==> src/design/wis_section_overhead_consts.svh <==
// Constants for section-overhead insertion and extraction.
// Summary of operation
// - Default transmit trace is sixteen stored octets.
// - Inactive trace sends 0x89 header plus zeros.
// - Capture repeating receive trace, no boundary search.
// - Single, 16 or 64 octets, per direction.
// - 64-octet mode uses base plus extended sets.
// - Receive store refreshed once per frame.
// - Growth octet programmable, resets to 0xCC.
// - Scramble all but row one when enabled.
// - Descrambler on after reset, bypass when cleared.
// - Parity over scrambled frame into next B1.
// - Receive parity mismatches add to wrapping counter.
// - Tick copies counter to snapshot, clears it.
// - Nonzero count: pending, live, two masked interrupts.
// - Block mode adds one per errored frame.
// - Orderwire octet programmable, resets to zero.
// - User channel octet programmable, resets to zero.
// - Three data channel octets, reset to zero.
// - Reserved and unused octets sent as zero.
// - Programmable first and second pointer octets.
// - Programmable pointer action octet.
// - Programmed octets repeat every frame unchanged.
`ifndef WIS_SECTION_OVERHEAD_CONSTS_SVH
`define WIS_SECTION_OVERHEAD_CONSTS_SVH
`define OFS_CTRL 8'h00
`define OFS_OH1 8'h04
`define OFS_OH2 8'h08
`define OFS_OH3 8'h0C
`define OFS_STAT 8'h10
`define OFS_MASK 8'h14
`define OFS_SNAP_LO 8'h18
`define OFS_SNAP_HI 8'h1C
`define OFS_TX_TRACE 8'h40
`define OFS_RX_TRACE 8'h80
`define CTRL_RESET 32'h0000_0003
`define OH1_RESET 32'h0000_00CC
`define OH2_RESET 32'h0000_0000
`define OH3_RESET 32'h0000_0000
`define TRACE_HEADER 8'h89
`define SCR_SEED 7'h7F
`define FRAME_TIME_US 125
`define FRAME_CYCLES (`FRAME_TIME_US * 25)
`endif

==> src/design/wis_section_overhead_pkg.sv <==
// Types shared by the section-overhead block.
package wis_section_overhead_pkg;
	typedef enum logic [3:0] {
		OH_PASS = 4'h0, OH_J0 = 4'h1, OH_Z0 = 4'h2, OH_B1 = 4'h3,
		OH_E1 = 4'h4, OH_F1 = 4'h5, OH_D1 = 4'h6, OH_D2 = 4'h7,
		OH_D3 = 4'h8, OH_H1 = 4'h9, OH_H2 = 4'hA, OH_H3 = 4'hB,
		OH_ZERO = 4'hC
	} oh_sel_type;
	typedef enum logic [1:0] {
		LEN_16 = 2'h0, LEN_1 = 2'h1, LEN_64 = 2'h2, LEN_DEFAULT = 2'h3
	} trace_len_type;
endpackage : wis_section_overhead_pkg

==> src/design/wis_section_overhead.sv <==
// Section-overhead insertion, scrambling, parity and trace handling.
//
// Added by the designer: the register offsets and register access over APB.
`timescale 1ns/1ps
`include "wis_section_overhead_consts.svh"
module wis_section_overhead (
	input wire logic clk, // 25 MHz clock
	input wire logic rst_n, // Synchronous reset
	input wire logic psel, // APB select
	input wire logic penable, // APB enable
	input wire logic pwrite, // APB direction
	input wire logic [7:0] paddr, // APB byte address
	input wire logic [31:0] pwdata, // APB write data
	output logic [31:0] prdata, // APB read data
	output logic pready, // APB ready
	output logic pslverr, // APB error
	input wire logic perf_monitor_tick, // Monitoring tick pin
	input wire logic [7:0] tx_data_in, // Transmit byte in
	input wire logic tx_sof, // First byte of frame
	input wire logic tx_row1, // Byte lies in overhead row one
	input wire wis_section_overhead_pkg::oh_sel_type tx_oh_sel, // Octet slot
	output logic [7:0] tx_data_out, // Transmit byte out
	output logic tx_sof_out, // Frame start out
	input wire logic [7:0] rx_data_in, // Receive byte in
	input wire logic rx_sof, // First byte of frame
	input wire logic rx_row1, // Byte lies in overhead row one
	input wire wis_section_overhead_pkg::oh_sel_type rx_oh_sel, // Octet slot
	output logic [7:0] rx_data_out, // Descrambled byte out
	output logic irq_out_a, // Interrupt A
	output logic irq_out_b // Interrupt B
);
	import wis_section_overhead_pkg::*;

	function automatic logic [14:0] scr_step(input logic [6:0] s);
		logic [6:0] st;
		logic [7:0] key;
		st = s;
		key = 8'h00;
		for (int i = 7; i >= 0; i--)
		begin
			key[i] = st[6];
			st = {st[5:0], st[6] ^ st[5]};
		end
		return {key, st};
	endfunction : scr_step

	function automatic logic [3:0] popcount(input logic [7:0] v);
		logic [3:0] n;
		n = 4'h0;
		for (int i = 0; i < 8; i++)
			n = n + {3'h0, v[i]};
		return n;
	endfunction : popcount

	function automatic logic [5:0] trace_next(input logic [5:0] i, input trace_len_type l);
		case (l)
			LEN_1: return 6'h00;
			LEN_64: return i + 6'h01;
			default: return {2'h0, i[3:0] + 4'h1};
		endcase
	endfunction : trace_next

	logic [31:0] ctrl_reg, oh1_reg, oh2_reg, oh3_reg;
	logic [1:0] mask_reg;
	logic [7:0] tx_trace_mem [0:63];
	logic [7:0] rx_trace_mem [0:63];
	logic [31:0] section_parity_err_counter;
	logic [31:0] snap_reg;
	logic parity_nonzero_pending, parity_nonzero_live;
	logic tick_s1_reg, tick_s2_reg, tick_s3_reg, tick_edge;
	logic [6:0] tx_scr_reg, rx_scr_reg;
	logic [7:0] tx_bip_reg, tx_b1_reg, rx_bip_reg, rx_b1_reg;
	logic [5:0] tx_idx_reg, rx_idx_reg;
	logic [7:0] tx_pre, tx_next, rx_next, rx_err_bits;
	logic [14:0] tx_step, rx_step;
	logic [31:0] rx_inc;
	logic tx_scr_enable, rx_descramble_enable, parity_block_count_mode;
	trace_len_type tx_trace_length_sel, rx_trace_length_sel;
	logic apb_acc, apb_done, apb_wr, apb_rd, stat_read, addr_ok;
	logic [31:0] rd_word;

	assign tx_scr_enable = ctrl_reg[0];
	assign rx_descramble_enable = ctrl_reg[1];
	assign parity_block_count_mode = ctrl_reg[2];
	assign tx_trace_length_sel = trace_len_type'(ctrl_reg[5:4]);
	assign rx_trace_length_sel = trace_len_type'(ctrl_reg[7:6]);

	// APB: one wait state, so every answer comes from a flip-flop.
	// Writes and the status clear land only at the edge that completes the access.
	assign apb_acc = psel && penable && !pready;
	assign apb_done = psel && penable && pready;
	assign apb_wr = apb_done && pwrite;
	assign apb_rd = apb_acc && !pwrite;
	assign stat_read = apb_done && !pwrite && paddr == `OFS_STAT;

	always_comb
	begin
		addr_ok = 1'b1;
		rd_word = 32'h0000_0000;
		if (paddr[7:6] == 2'h1 || paddr[7:6] == 2'h2)
		begin
			for (int b = 0; b < 4; b++)
				rd_word[8*b +: 8] = paddr[7] ? rx_trace_mem[{paddr[5:2], 2'(b)}]
					: tx_trace_mem[{paddr[5:2], 2'(b)}];
			addr_ok = paddr[1:0] == 2'h0;
		end
		else
			case (paddr)
				`OFS_CTRL: rd_word = ctrl_reg;
				`OFS_OH1: rd_word = oh1_reg;
				`OFS_OH2: rd_word = oh2_reg;
				`OFS_OH3: rd_word = oh3_reg;
				`OFS_STAT: rd_word = {30'h0, parity_nonzero_live, parity_nonzero_pending};
				`OFS_MASK: rd_word = {30'h0, mask_reg};
				`OFS_SNAP_LO: rd_word = {16'h0, snap_reg[15:0]};
				`OFS_SNAP_HI: rd_word = {16'h0, snap_reg[31:16]};
				default: addr_ok = 1'b0;
			endcase
	end

	always_ff @(posedge clk)
	begin
		if (!rst_n)
		begin
			pready <= 1'b0;
			pslverr <= 1'b0;
			prdata <= 32'h0000_0000;
		end
		else
		begin
			pready <= apb_acc;
			pslverr <= apb_acc && !addr_ok;
			prdata <= (apb_rd && addr_ok) ? rd_word : 32'h0000_0000;
		end
	end

	// Programmed octets stay static until rewritten.
	always_ff @(posedge clk)
	begin
		if (!rst_n)
		begin
			ctrl_reg <= `CTRL_RESET;
			oh1_reg <= `OH1_RESET;
			oh2_reg <= `OH2_RESET;
			oh3_reg <= `OH3_RESET;
			mask_reg <= 2'h0;
		end
		else if (apb_wr)
			case (paddr)
				`OFS_CTRL: ctrl_reg <= {24'h0, pwdata[7:4], 1'b0, pwdata[2:0]};
				`OFS_OH1: oh1_reg <= pwdata;
				`OFS_OH2: oh2_reg <= pwdata;
				`OFS_OH3: oh3_reg <= {24'h0, pwdata[7:0]};
				`OFS_MASK: mask_reg <= pwdata[1:0];
				default: ;
			endcase
	end

	// Trace store has no reset; software loads the header itself.
	always_ff @(posedge clk)
	begin
		if (apb_wr && paddr[7:6] == 2'h1 && paddr[1:0] == 2'h0)
			for (int b = 0; b < 4; b++)
				tx_trace_mem[{paddr[5:2], 2'(b)}] <= pwdata[8*b +: 8];
	end

	always_comb
	begin
		case (tx_oh_sel)
			OH_J0:
				if (tx_trace_length_sel == LEN_DEFAULT)
					tx_pre = tx_idx_reg == 6'h00 ? `TRACE_HEADER : 8'h00;
				else
					tx_pre = tx_trace_mem[tx_idx_reg];
			OH_Z0: tx_pre = oh1_reg[7:0];
			OH_B1: tx_pre = tx_b1_reg;
			OH_E1: tx_pre = oh1_reg[15:8];
			OH_F1: tx_pre = oh1_reg[23:16];
			OH_D1: tx_pre = oh1_reg[31:24];
			OH_D2: tx_pre = oh2_reg[7:0];
			OH_D3: tx_pre = oh2_reg[15:8];
			OH_H1: tx_pre = oh2_reg[23:16];
			OH_H2: tx_pre = oh2_reg[31:24];
			OH_H3: tx_pre = oh3_reg[7:0];
			OH_ZERO: tx_pre = 8'h00;
			default: tx_pre = tx_data_in;
		endcase
		tx_step = scr_step(tx_scr_reg);
		tx_next = tx_pre ^ ((tx_scr_enable && !tx_row1) ? tx_step[14:7] : 8'h00);
	end

	always_ff @(posedge clk)
	begin
		if (!rst_n)
		begin
			tx_data_out <= 8'h00;
			tx_sof_out <= 1'b0;
			tx_scr_reg <= `SCR_SEED;
		end
		else
		begin
			tx_data_out <= tx_next;
			tx_sof_out <= tx_sof;
			tx_scr_reg <= tx_row1 ? `SCR_SEED : tx_step[6:0];
		end
	end

	// Parity runs on the scrambled byte; the total feeds B1 of the next frame.
	always_ff @(posedge clk)
	begin
		if (!rst_n)
		begin
			tx_bip_reg <= 8'h00;
			tx_b1_reg <= 8'h00;
			tx_idx_reg <= 6'h00;
		end
		else
		begin
			tx_bip_reg <= tx_sof ? tx_next : tx_bip_reg ^ tx_next;
			if (tx_sof)
				tx_b1_reg <= tx_bip_reg;
			if (tx_oh_sel == OH_J0)
				tx_idx_reg <= trace_next(tx_idx_reg, tx_trace_length_sel);
		end
	end

	always_comb
	begin
		rx_step = scr_step(rx_scr_reg);
		rx_next = rx_data_in ^ ((rx_descramble_enable && !rx_row1) ? rx_step[14:7] : 8'h00);
		rx_err_bits = rx_next ^ rx_b1_reg;
		if (parity_block_count_mode)
			rx_inc = {31'h0, rx_err_bits != 8'h00};
		else
			rx_inc = {28'h0, popcount(rx_err_bits)};
	end

	always_ff @(posedge clk)
	begin
		if (!rst_n)
		begin
			rx_data_out <= 8'h00;
			rx_scr_reg <= `SCR_SEED;
			rx_bip_reg <= 8'h00;
			rx_b1_reg <= 8'h00;
			rx_idx_reg <= 6'h00;
		end
		else
		begin
			rx_data_out <= rx_next;
			rx_scr_reg <= rx_row1 ? `SCR_SEED : rx_step[6:0];
			rx_bip_reg <= rx_sof ? rx_data_in : rx_bip_reg ^ rx_data_in;
			if (rx_sof)
				rx_b1_reg <= rx_bip_reg;
			if (rx_oh_sel == OH_J0)
				rx_idx_reg <= trace_next(rx_idx_reg, rx_trace_length_sel);
		end
	end

	// No boundary search: after realignment the stored message may look rotated.
	always_ff @(posedge clk)
	begin
		if (rx_oh_sel == OH_J0)
			rx_trace_mem[rx_idx_reg] <= rx_data_in;
	end

	// The tick pin is synchronised, then edge detected past the second stage.
	always_ff @(posedge clk)
	begin
		if (!rst_n)
		begin
			tick_s1_reg <= 1'b0;
			tick_s2_reg <= 1'b0;
			tick_s3_reg <= 1'b0;
		end
		else
		begin
			tick_s1_reg <= perf_monitor_tick;
			tick_s2_reg <= tick_s1_reg;
			tick_s3_reg <= tick_s2_reg;
		end
	end
	assign tick_edge = tick_s2_reg && !tick_s3_reg;

	// An error in the tick cycle seeds the cleared counter, so none is lost.
	always_ff @(posedge clk)
	begin
		if (!rst_n)
		begin
			section_parity_err_counter <= 32'h0000_0000;
			snap_reg <= 32'h0000_0000;
		end
		else
		begin
			if (tick_edge)
			begin
				snap_reg <= section_parity_err_counter;
				section_parity_err_counter <= (rx_oh_sel == OH_B1) ? rx_inc : 32'h0000_0000;
			end
			else if (rx_oh_sel == OH_B1)
				section_parity_err_counter <= section_parity_err_counter + rx_inc;
		end
	end

	// The pending flag is set by the tick and cleared by a status read; set wins.
	always_ff @(posedge clk)
	begin
		if (!rst_n)
		begin
			parity_nonzero_pending <= 1'b0;
			parity_nonzero_live <= 1'b0;
			irq_out_a <= 1'b0;
			irq_out_b <= 1'b0;
		end
		else
		begin
			if (tick_edge && section_parity_err_counter != 32'h0000_0000)
				parity_nonzero_pending <= 1'b1;
			else if (stat_read)
				parity_nonzero_pending <= 1'b0;
			parity_nonzero_live <= snap_reg != 32'h0000_0000;
			irq_out_a <= parity_nonzero_pending && mask_reg[0];
			irq_out_b <= parity_nonzero_pending && mask_reg[1];
		end
	end
endmodule : wis_section_overhead

==> config.mk <==
export PLATFORM = sky130hd
export DESIGN_NAME = wis_section_overhead
export DESIGN_NICKNAME = d
export VERILOG_FILES = /design/src/design/wis_section_overhead_pkg.sv /design/src/design/wis_section_overhead.sv
export VERILOG_INCLUDE_DIRS = /design/src /design/src/design
export SDC_FILE = /design/constraint.sdc
export NUM_CORES = 2
export LEC_CHECK = 0
export ABC_AREA = 1
export BUFFER_PORTS_ARGS = -buffer_cell sky130_fd_sc_hd__buf_2
export CELL_PAD_IN_SITES_DETAIL_PLACEMENT = 1
export CELL_PAD_IN_SITES_GLOBAL_PLACEMENT = 1
export CORE_ASPECT_RATIO = 0.9
export CORE_MARGIN = 5
export CORE_UTILIZATION = 40
export CTS_BUF_LIST = sky130_fd_sc_hd__clkbuf_8 sky130_fd_sc_hd__clkbuf_16
export CTS_CLUSTER_DIAMETER = 200
export DETAILED_ROUTE_END_ITERATION = 6
export PLACE_DENSITY = 0.78
export SETUP_SLACK_MARGIN = 0.5
export SYNTH_ARGS = -nofsm -noshare
export SYNTH_HDL_FRONTEND = slang
export SYNTH_SLANG_ARGS = --single-unit
==> constraint.sdc <==
create_clock -name clk -period 6.27 [get_ports clk]
set_clock_uncertainty 0.1 [all_clocks]
set_input_delay 0.3135 -clock clk [delete_from_list [all_inputs] [get_ports clk]]
set_output_delay 0.3135 -clock clk [all_outputs]
set_load 0.03 [all_outputs]
Yosys cells after proc, flatten, opt, wreduce, memory -nomap -nowiden. Memory sizes are Yosys's and may differ from the RTL's. A register that Yosys moved wholly into a read port is not among the register bits. Index checks and enable logic that the tools add are counted.

Equality and inequality tests: 28. Reduce and logical (&&, ||, !) cells: 41. Add/subtract/negate cells: 12. Bitwise operators: 22. Multiplexer cells: 29.

Operator list (count): one-hot mux 32 bit (8 select lines) (1); two-way mux 32 bit (4); one-hot mux 8 bit (12 select lines) (1); two-way mux 8 bit (10); nonzero test 32 bit (2); bitwise XOR 8 bit (5); adder 32 bit (1); equality test 8 x 5 -> 1 bit, second input constant (4); one-hot mux 6 bit (2 select lines) (2); equality test 4 bit, second input constant (5); logical AND 1 bit (17); adder 4 x 1 -> 4 bit (4); equality test 4 x 3 -> 1 bit, second input constant (4); equality test 8 x 4 -> 1 bit, second input constant (2); bitwise XOR 1 bit (16); adder 6 x 1 -> 6 bit, second input constant (2); equality test 4 x 2 -> 1 bit, second input constant (3); two-way mux 6 bit (2); AND reduction 2 bit (6); adder 4 x 1 -> 4 bit, second input constant (2); equality test 2 bit, second input constant (4); equality test 4 x 1 -> 1 bit, second input constant (2); equality test 8 x 3 -> 1 bit, second input constant (1); logical NOT 8 bit (1); 15 further kinds (31).

Bits in writable memories: 1024. Memories kept: 2. Word-level logic and storage cells: 162. Input bits: 74. Output and inout bits: 53. Flip-flop bits (word level): 261.

Memories: rx_trace_mem (depth 64, width 8, rd ports 4, clocked after Yosys merged registers in 0, wr ports 1, line wis_section_overhead.sv:66) `logic [7:0] rx_trace_mem [0:63];`; tx_trace_mem (depth 64, width 8, rd ports 5, clocked after Yosys merged registers in 1, wr ports 4, line wis_section_overhead.sv:65) `logic [7:0] tx_trace_mem [0:63];`.

Depth between registers and ports, before layout.
Word-level depth: 16. Depth in mapped cells: 31. Depth with buffers taken out: 31.

Worst setup path after synthesis. OpenSTA, ideal clock, no wires.

Path kind: register to register. From: reg ctrl_reg[1]. To: reg section_parity_err_counter[28]. Period minus slack after synthesis: 5319 ps. Stages on the path, launching flop included: 29. Path buffers: 0. Setup time: 119 ps. Arrival time: 5100 ps. Path slack: 951 ps. Data required time: 6051 ps. Path through: dfxtp_1 -> inv_1 -> nor2_1 -> nand2_1 -> xor2_1 -> xnor2_1 -> inv_1 -> fa_1 -> inv_1 -> fa_1 -> inv_1 -> fa_1 -> inv_1 -> ha_1 -> fa_1 -> nand2_1 -> fa_1 -> inv_1 -> nand3_1 -> nand3_1 -> nand2_2 -> nor3_4 -> nand2_1 -> nor2_2 -> nand4_1 -> inv_1 -> nand3_1 -> nor3_1 -> nor3_1.

Word-level cells in the longest chain between the ends: 15. Elaborated cells between the ends (all ways): 16. Classes of those cells: 8 x add/sub; 4 x mux; 2 x bitwise; 2 x reduce/logical.

Ends and longest elaborated chain: from (decl) (line wis_section_overhead.sv:63) `logic [31:0] ctrl_reg, oh1_reg, oh2_reg, oh3_reg;`; from (signal assigned) (line wis_section_overhead.sv:142) `` ctrl_reg <= `CTRL_RESET; ``; from (signal assigned) (line wis_section_overhead.sv:150) `` `OFS_CTRL: ctrl_reg <= {24'h0, pwdata[7:4], 1'b0, pwdata[2:0]}; ``; logical AND 1 bit * (line wis_section_overhead.sv:230) `rx_next = rx_data_in ^ ((rx_descramble_enable && !rx_row1) ? rx_step[14:7] : 8'h00);`; two-way mux 8 bit * (line wis_section_overhead.sv:230); bitwise XOR 8 bit * (line wis_section_overhead.sv:230); bitwise XOR 8 bit * (line wis_section_overhead.sv:231) `rx_err_bits = rx_next ^ rx_b1_reg;`; adder 1 x 1 -> 2 bit (line wis_section_overhead.sv:51) `n = n + {3'h0, v[i]};`; adder 2 x 1 -> 3 bit (line wis_section_overhead.sv:51); adder 3 x 1 -> 4 bit (line wis_section_overhead.sv:51); adder 4 x 1 -> 4 bit (4 in series) (line wis_section_overhead.sv:51); two-way mux 4 bit * (line wis_section_overhead.sv:232) `if (parity_block_count_mode)`; adder 32 bit * (line wis_section_overhead.sv:301) `section_parity_err_counter <= section_parity_err_counter + rx_inc;`; two-way mux 32 bit * (line wis_section_overhead.sv:300) `else if (rx_oh_sel == OH_B1)`; two-way mux 32 bit * (line wis_section_overhead.sv:295) `if (tick_edge)`; to (signal assigned) (line wis_section_overhead.sv:298) `section_parity_err_counter <= (rx_oh_sel == OH_B1) ? rx_inc : 32'h0000_0000;`; to (signal assigned) (line wis_section_overhead.sv:301); to (decl) (line wis_section_overhead.sv:67) `logic [31:0] section_parity_err_counter;`.

Every way passes the cells marked *; elsewhere a longest branch is shown, timed or not. The select of a mux whose other input is x is not followed. A chain may end at the register's enable or synchronous reset.

Final worst setup path.
From: reg ctrl_reg[1]. To: reg section_parity_err_counter[30].

The elaborated chain is that of the path after synthesis.

==> reports/qor.yml <==
fp.dieArea_mm2: 0.148
finalPower_mw: 18.7
p_leak_nw: 21.9
layout-drive-gt1-share_pct: 9.68
maxCapViolations: 0
dpl.hpwl_mm: 130
max_freq_mhz: 173
seq_power_share_pct: 49.9
layout_worst_path_cycle_share_pct: 91.9
largest_cells_by_area_after_synthesis: "sky130_fd_sc_hd__edfxtp_1, sky130_fd_sc_hd__nand3_1, sky130_fd_sc_hd__dfxtp_1"
grt-ovfl-total: 0
drt_iter0_drc: 5614
die_width_um: 405
synth_seq_cells: 1291
postLayoutCoreUtil_pct: 45.6
yosysSeqAreaShare_pct: 64.3
tritoncts: "yes"
synth-main-ff-cell: "sky130_fd_sc_hd__edfxtp_1"
switching_power_mw: 4.62
mappedNetlistArea_mm2: 0.0562
postPlaceCellArea_mm2: 0.0586
clock_latency_ps: 760
num_rows: 130
grt_use_total_pct: 27.1
placement.setup.worst_slack_ps: 143
synth_cell_type_count: 45
r2r.worst_path.cells: 31
layout_cell_area_excl_fill_mm2: 0.0637
async_reset_ff_share_pct: 0
post_drt_via_cell_ratio: 6.24
syn_area_per_cell_um2: 10.4
synthesis.instances: 5408
synth.largest_area_cell: "sky130_fd_sc_hd__edfxtp_1"
drcViolationCount: 0
routed_wl_mm: 209
max_slew.worst_pin.slew_ps: 1270
port_buffers: 126
floorplan.initialDensity_pct: 40.3
timing.setup.tns_ps: 0
pwr-share-comb_pct: 8.9
wl_per_cell_um: 28.1
cts.root.buffer_cell: "sky130_fd_sc_hd__clkbuf_16"
io-pin-count: 127
critical_path_peak_fanout: 7
p_sw_share_pct: 24.8
coreArea_mm2: 0.140
first_global_vias: 46800
holdCritPathClass: "in2reg"
synth.net_count: 5503
power_density_mw_per_mm2: 293
synth-edff-count: 1024
grt_setup_unrepaired: "true"
globalplace.congestion: 0.903
critical_path_required_ps: 6850
critPathMaxStageDelay_ps: 520
run_status: "complete, no violations"
timing_hold_violations_final: 0
worst_ep_arrival_time_ps: 6340
area.sequential_mm2: 0.0361
clock-sinks: 1291
fillers: 15300
final_nets: 5563
setup.worst_path.start_class: "flip-flop"
detailedRoute.firstPassIterationCount: 5
maxSlewViolCount: 0
cts.path.max_buffers: 3
setup-violations-final: 0
critPathKind: "reg2reg"
cp_slowest_cell: "sky130_fd_sc_hd__fa_1"
post-route-worst-setup-slack_ps: 506
timing.slew.headroom_pct: 15.0
flow.area_growth_from_synthesis_pct: 13.3
hold-path-cell-count: 3
cts_made_buffers: 131
netlist.area_leader.share_pct: 54.7
final_period_minus_worst_setup_slack_ps: 5760
vdd_drop_max_uv: 258
power_report.internal_total_mw: 14.0
route.vias.total: 46300
clkSlewWorstSetupHoldPaths_ps: 70
yosys_warnings: 0
clkPwrFrac_pct: 41.2
maximum_number_of_pins_on_one_net_before_global_route_repair: 210
grt_antenna_before_repair: 10
multi_input_gate_area_in_the_final_layout_mm2: 0.0178
ctsHtreeMaxLevel: 4
kind_of_end_point_of_the_critical_path: "flip-flop"
ant_nets: 0
dieHeight_um: 366
grt_pass1_wl_mm: 304
==> logic make-up after synthesis <==
group,after synthesis,synth area share [%]
flops,1291,64.3
simple gates,2436,19.3
buf+inv,640,4.62
fa+ha+maj,21,0.535
compound gates,995,10.9
xor+xnor,25,0.390
==> cells in the mapped netlist, types with 3 or more instances <==
cell type,count
sky130_fd_sc_hd__a211oi_1,8
sky130_fd_sc_hd__a21oi_1,255
sky130_fd_sc_hd__a221oi_1,11
sky130_fd_sc_hd__a22oi_1,249
sky130_fd_sc_hd__a31oi_1,191
sky130_fd_sc_hd__and3_1,9
sky130_fd_sc_hd__buf_1,39
sky130_fd_sc_hd__buf_2,111
sky130_fd_sc_hd__buf_4,14
sky130_fd_sc_hd__clkbuf_1,217
sky130_fd_sc_hd__dfxtp_1,267
sky130_fd_sc_hd__edfxtp_1,1024
sky130_fd_sc_hd__fa_1,5
sky130_fd_sc_hd__ha_1,16
sky130_fd_sc_hd__inv_1,243
sky130_fd_sc_hd__inv_2,13
sky130_fd_sc_hd__nand2_1,947
sky130_fd_sc_hd__nand3_1,1082
sky130_fd_sc_hd__nand4_1,23
sky130_fd_sc_hd__nor2_1,237
sky130_fd_sc_hd__nor2_2,8
sky130_fd_sc_hd__nor3_1,83
sky130_fd_sc_hd__nor4_1,21
sky130_fd_sc_hd__o2111ai_1,3
sky130_fd_sc_hd__o211ai_1,9
sky130_fd_sc_hd__o21ai_0,173
sky130_fd_sc_hd__o21ai_1,3
sky130_fd_sc_hd__o221ai_1,7
sky130_fd_sc_hd__o22ai_1,65
sky130_fd_sc_hd__o31ai_1,4
sky130_fd_sc_hd__o41ai_1,14
sky130_fd_sc_hd__or2_2,19
sky130_fd_sc_hd__xnor2_1,7
sky130_fd_sc_hd__xor2_1,18
==> layout make-up <==
type                    count  area share, %
repair buffers            308           3.64
flip-flops and latches   1291           56.7
inverters                 259           1.57
multi-input cells        3477           28.0
well taps                1848           3.63
diodes                      1        0.00393
clock buffers             142           5.51
clock inverters            93          0.951
==> path summary, 6_finish.rpt <==
kind | startpoint | to | slack [ps]
min reg2reg | tick_s1_reg$_SDFF_PN0_ | tick_s2_reg$_SDFF_PN0_ | 330
max | ctrl_reg[1]$_SDFFE_PN1P_ | section_parity_err_counter[30]$_SDFFE_PN0P_ | 510
max reg2reg | ctrl_reg[1]$_SDFFE_PN1P_ | section_parity_err_counter[30]$_SDFFE_PN0P_ | 510
min | rx_data_in[2] | rx_data_out[2]$_SDFF_PN0_ | 10
==> cells in the final DEF, fill, tap and decap left out, types with 12 or more instances in the layout <==
master	count
sky130_fd_sc_hd__nand3_1	1078
sky130_fd_sc_hd__edfxtp_1	1024
sky130_fd_sc_hd__nand2_1	941
sky130_fd_sc_hd__dfxtp_1	263
sky130_fd_sc_hd__inv_1	259
sky130_fd_sc_hd__a21oi_1	255
sky130_fd_sc_hd__a22oi_1	249
sky130_fd_sc_hd__nor2_1	221
sky130_fd_sc_hd__a31oi_1	191
sky130_fd_sc_hd__o21ai_0	173
sky130_fd_sc_hd__clkbuf_16	138
sky130_fd_sc_hd__buf_2	123
sky130_fd_sc_hd__buf_4	108
sky130_fd_sc_hd__nor3_1	73
sky130_fd_sc_hd__o22ai_1	65
sky130_fd_sc_hd__dlygate4sd3_1	63
sky130_fd_sc_hd__clkinv_2	28
sky130_fd_sc_hd__clkinv_1	25
sky130_fd_sc_hd__nand4_1	23
sky130_fd_sc_hd__inv_2	20
sky130_fd_sc_hd__nor4_1	20
sky130_fd_sc_hd__or2_2	19
sky130_fd_sc_hd__nor2_4	15
sky130_fd_sc_hd__xor2_1	15
sky130_fd_sc_hd__ha_1	13
sky130_fd_sc_hd__o41ai_1	12
==> power groups by stage <==
| stage | logic, mW | clock network, mW | registers [mW] |
|---|---|---|---|
| 6_report | 1.66 | 7.69 | 9.31 |
| 4_1_cts | 1.57 | 7.73 | 9.31 |
| 2_1_floorplan | 0.833 | 0 | 9.51 |
| 5_1_grt | 1.75 | 8.10 | 9.31 |
| 3_5_place_dp | 1.51 | 0 | 9.50 |
| 3_3_place_gp | 1.45 | 0 | 9.49 |
==> metal layers <==
metal	vias to the layer above	global-route usage [%]	share of wire [%]
met5	-	0	0.012
met2	2540	44.2	47
li1	19800	-	-
met3	508	5.18	9.4
met4	4	12.1	4.7
met1	23400	35.5	39
==> critical path, delay by kind of cell (launching register included) <==
kind,cells,cell delay (ps)
buffers and inverters,8,580
and+or+nand+nor,15,1640
DFF,1,340
adders and majority gates,6,2600
xor gates and xnor gates,2,420
==> stage by stage <==
stage / instances / hold slack (ps)
2_1_floorplan: 5408 / 290
6_report: 7419 / 12.5
3_5_place_dp: 7102 / 312
5_1_grt: 7418 / 38.0
4_1_cts: 7407 / 3.99
3_3_place_gp: 7102 / 304
==> repair_timing <==
item                       in CTS  in global routing
setup buffers                   7                 11
setup endpoints to repair       8                 21
cloned                          0                  0
gates resized for setup        15                 28
pin swaps                       7                 15
hold endpoints to repair      602                  0
hold buffers                   63                  0
No activity file was read; power rests on OpenSTA's default activity.
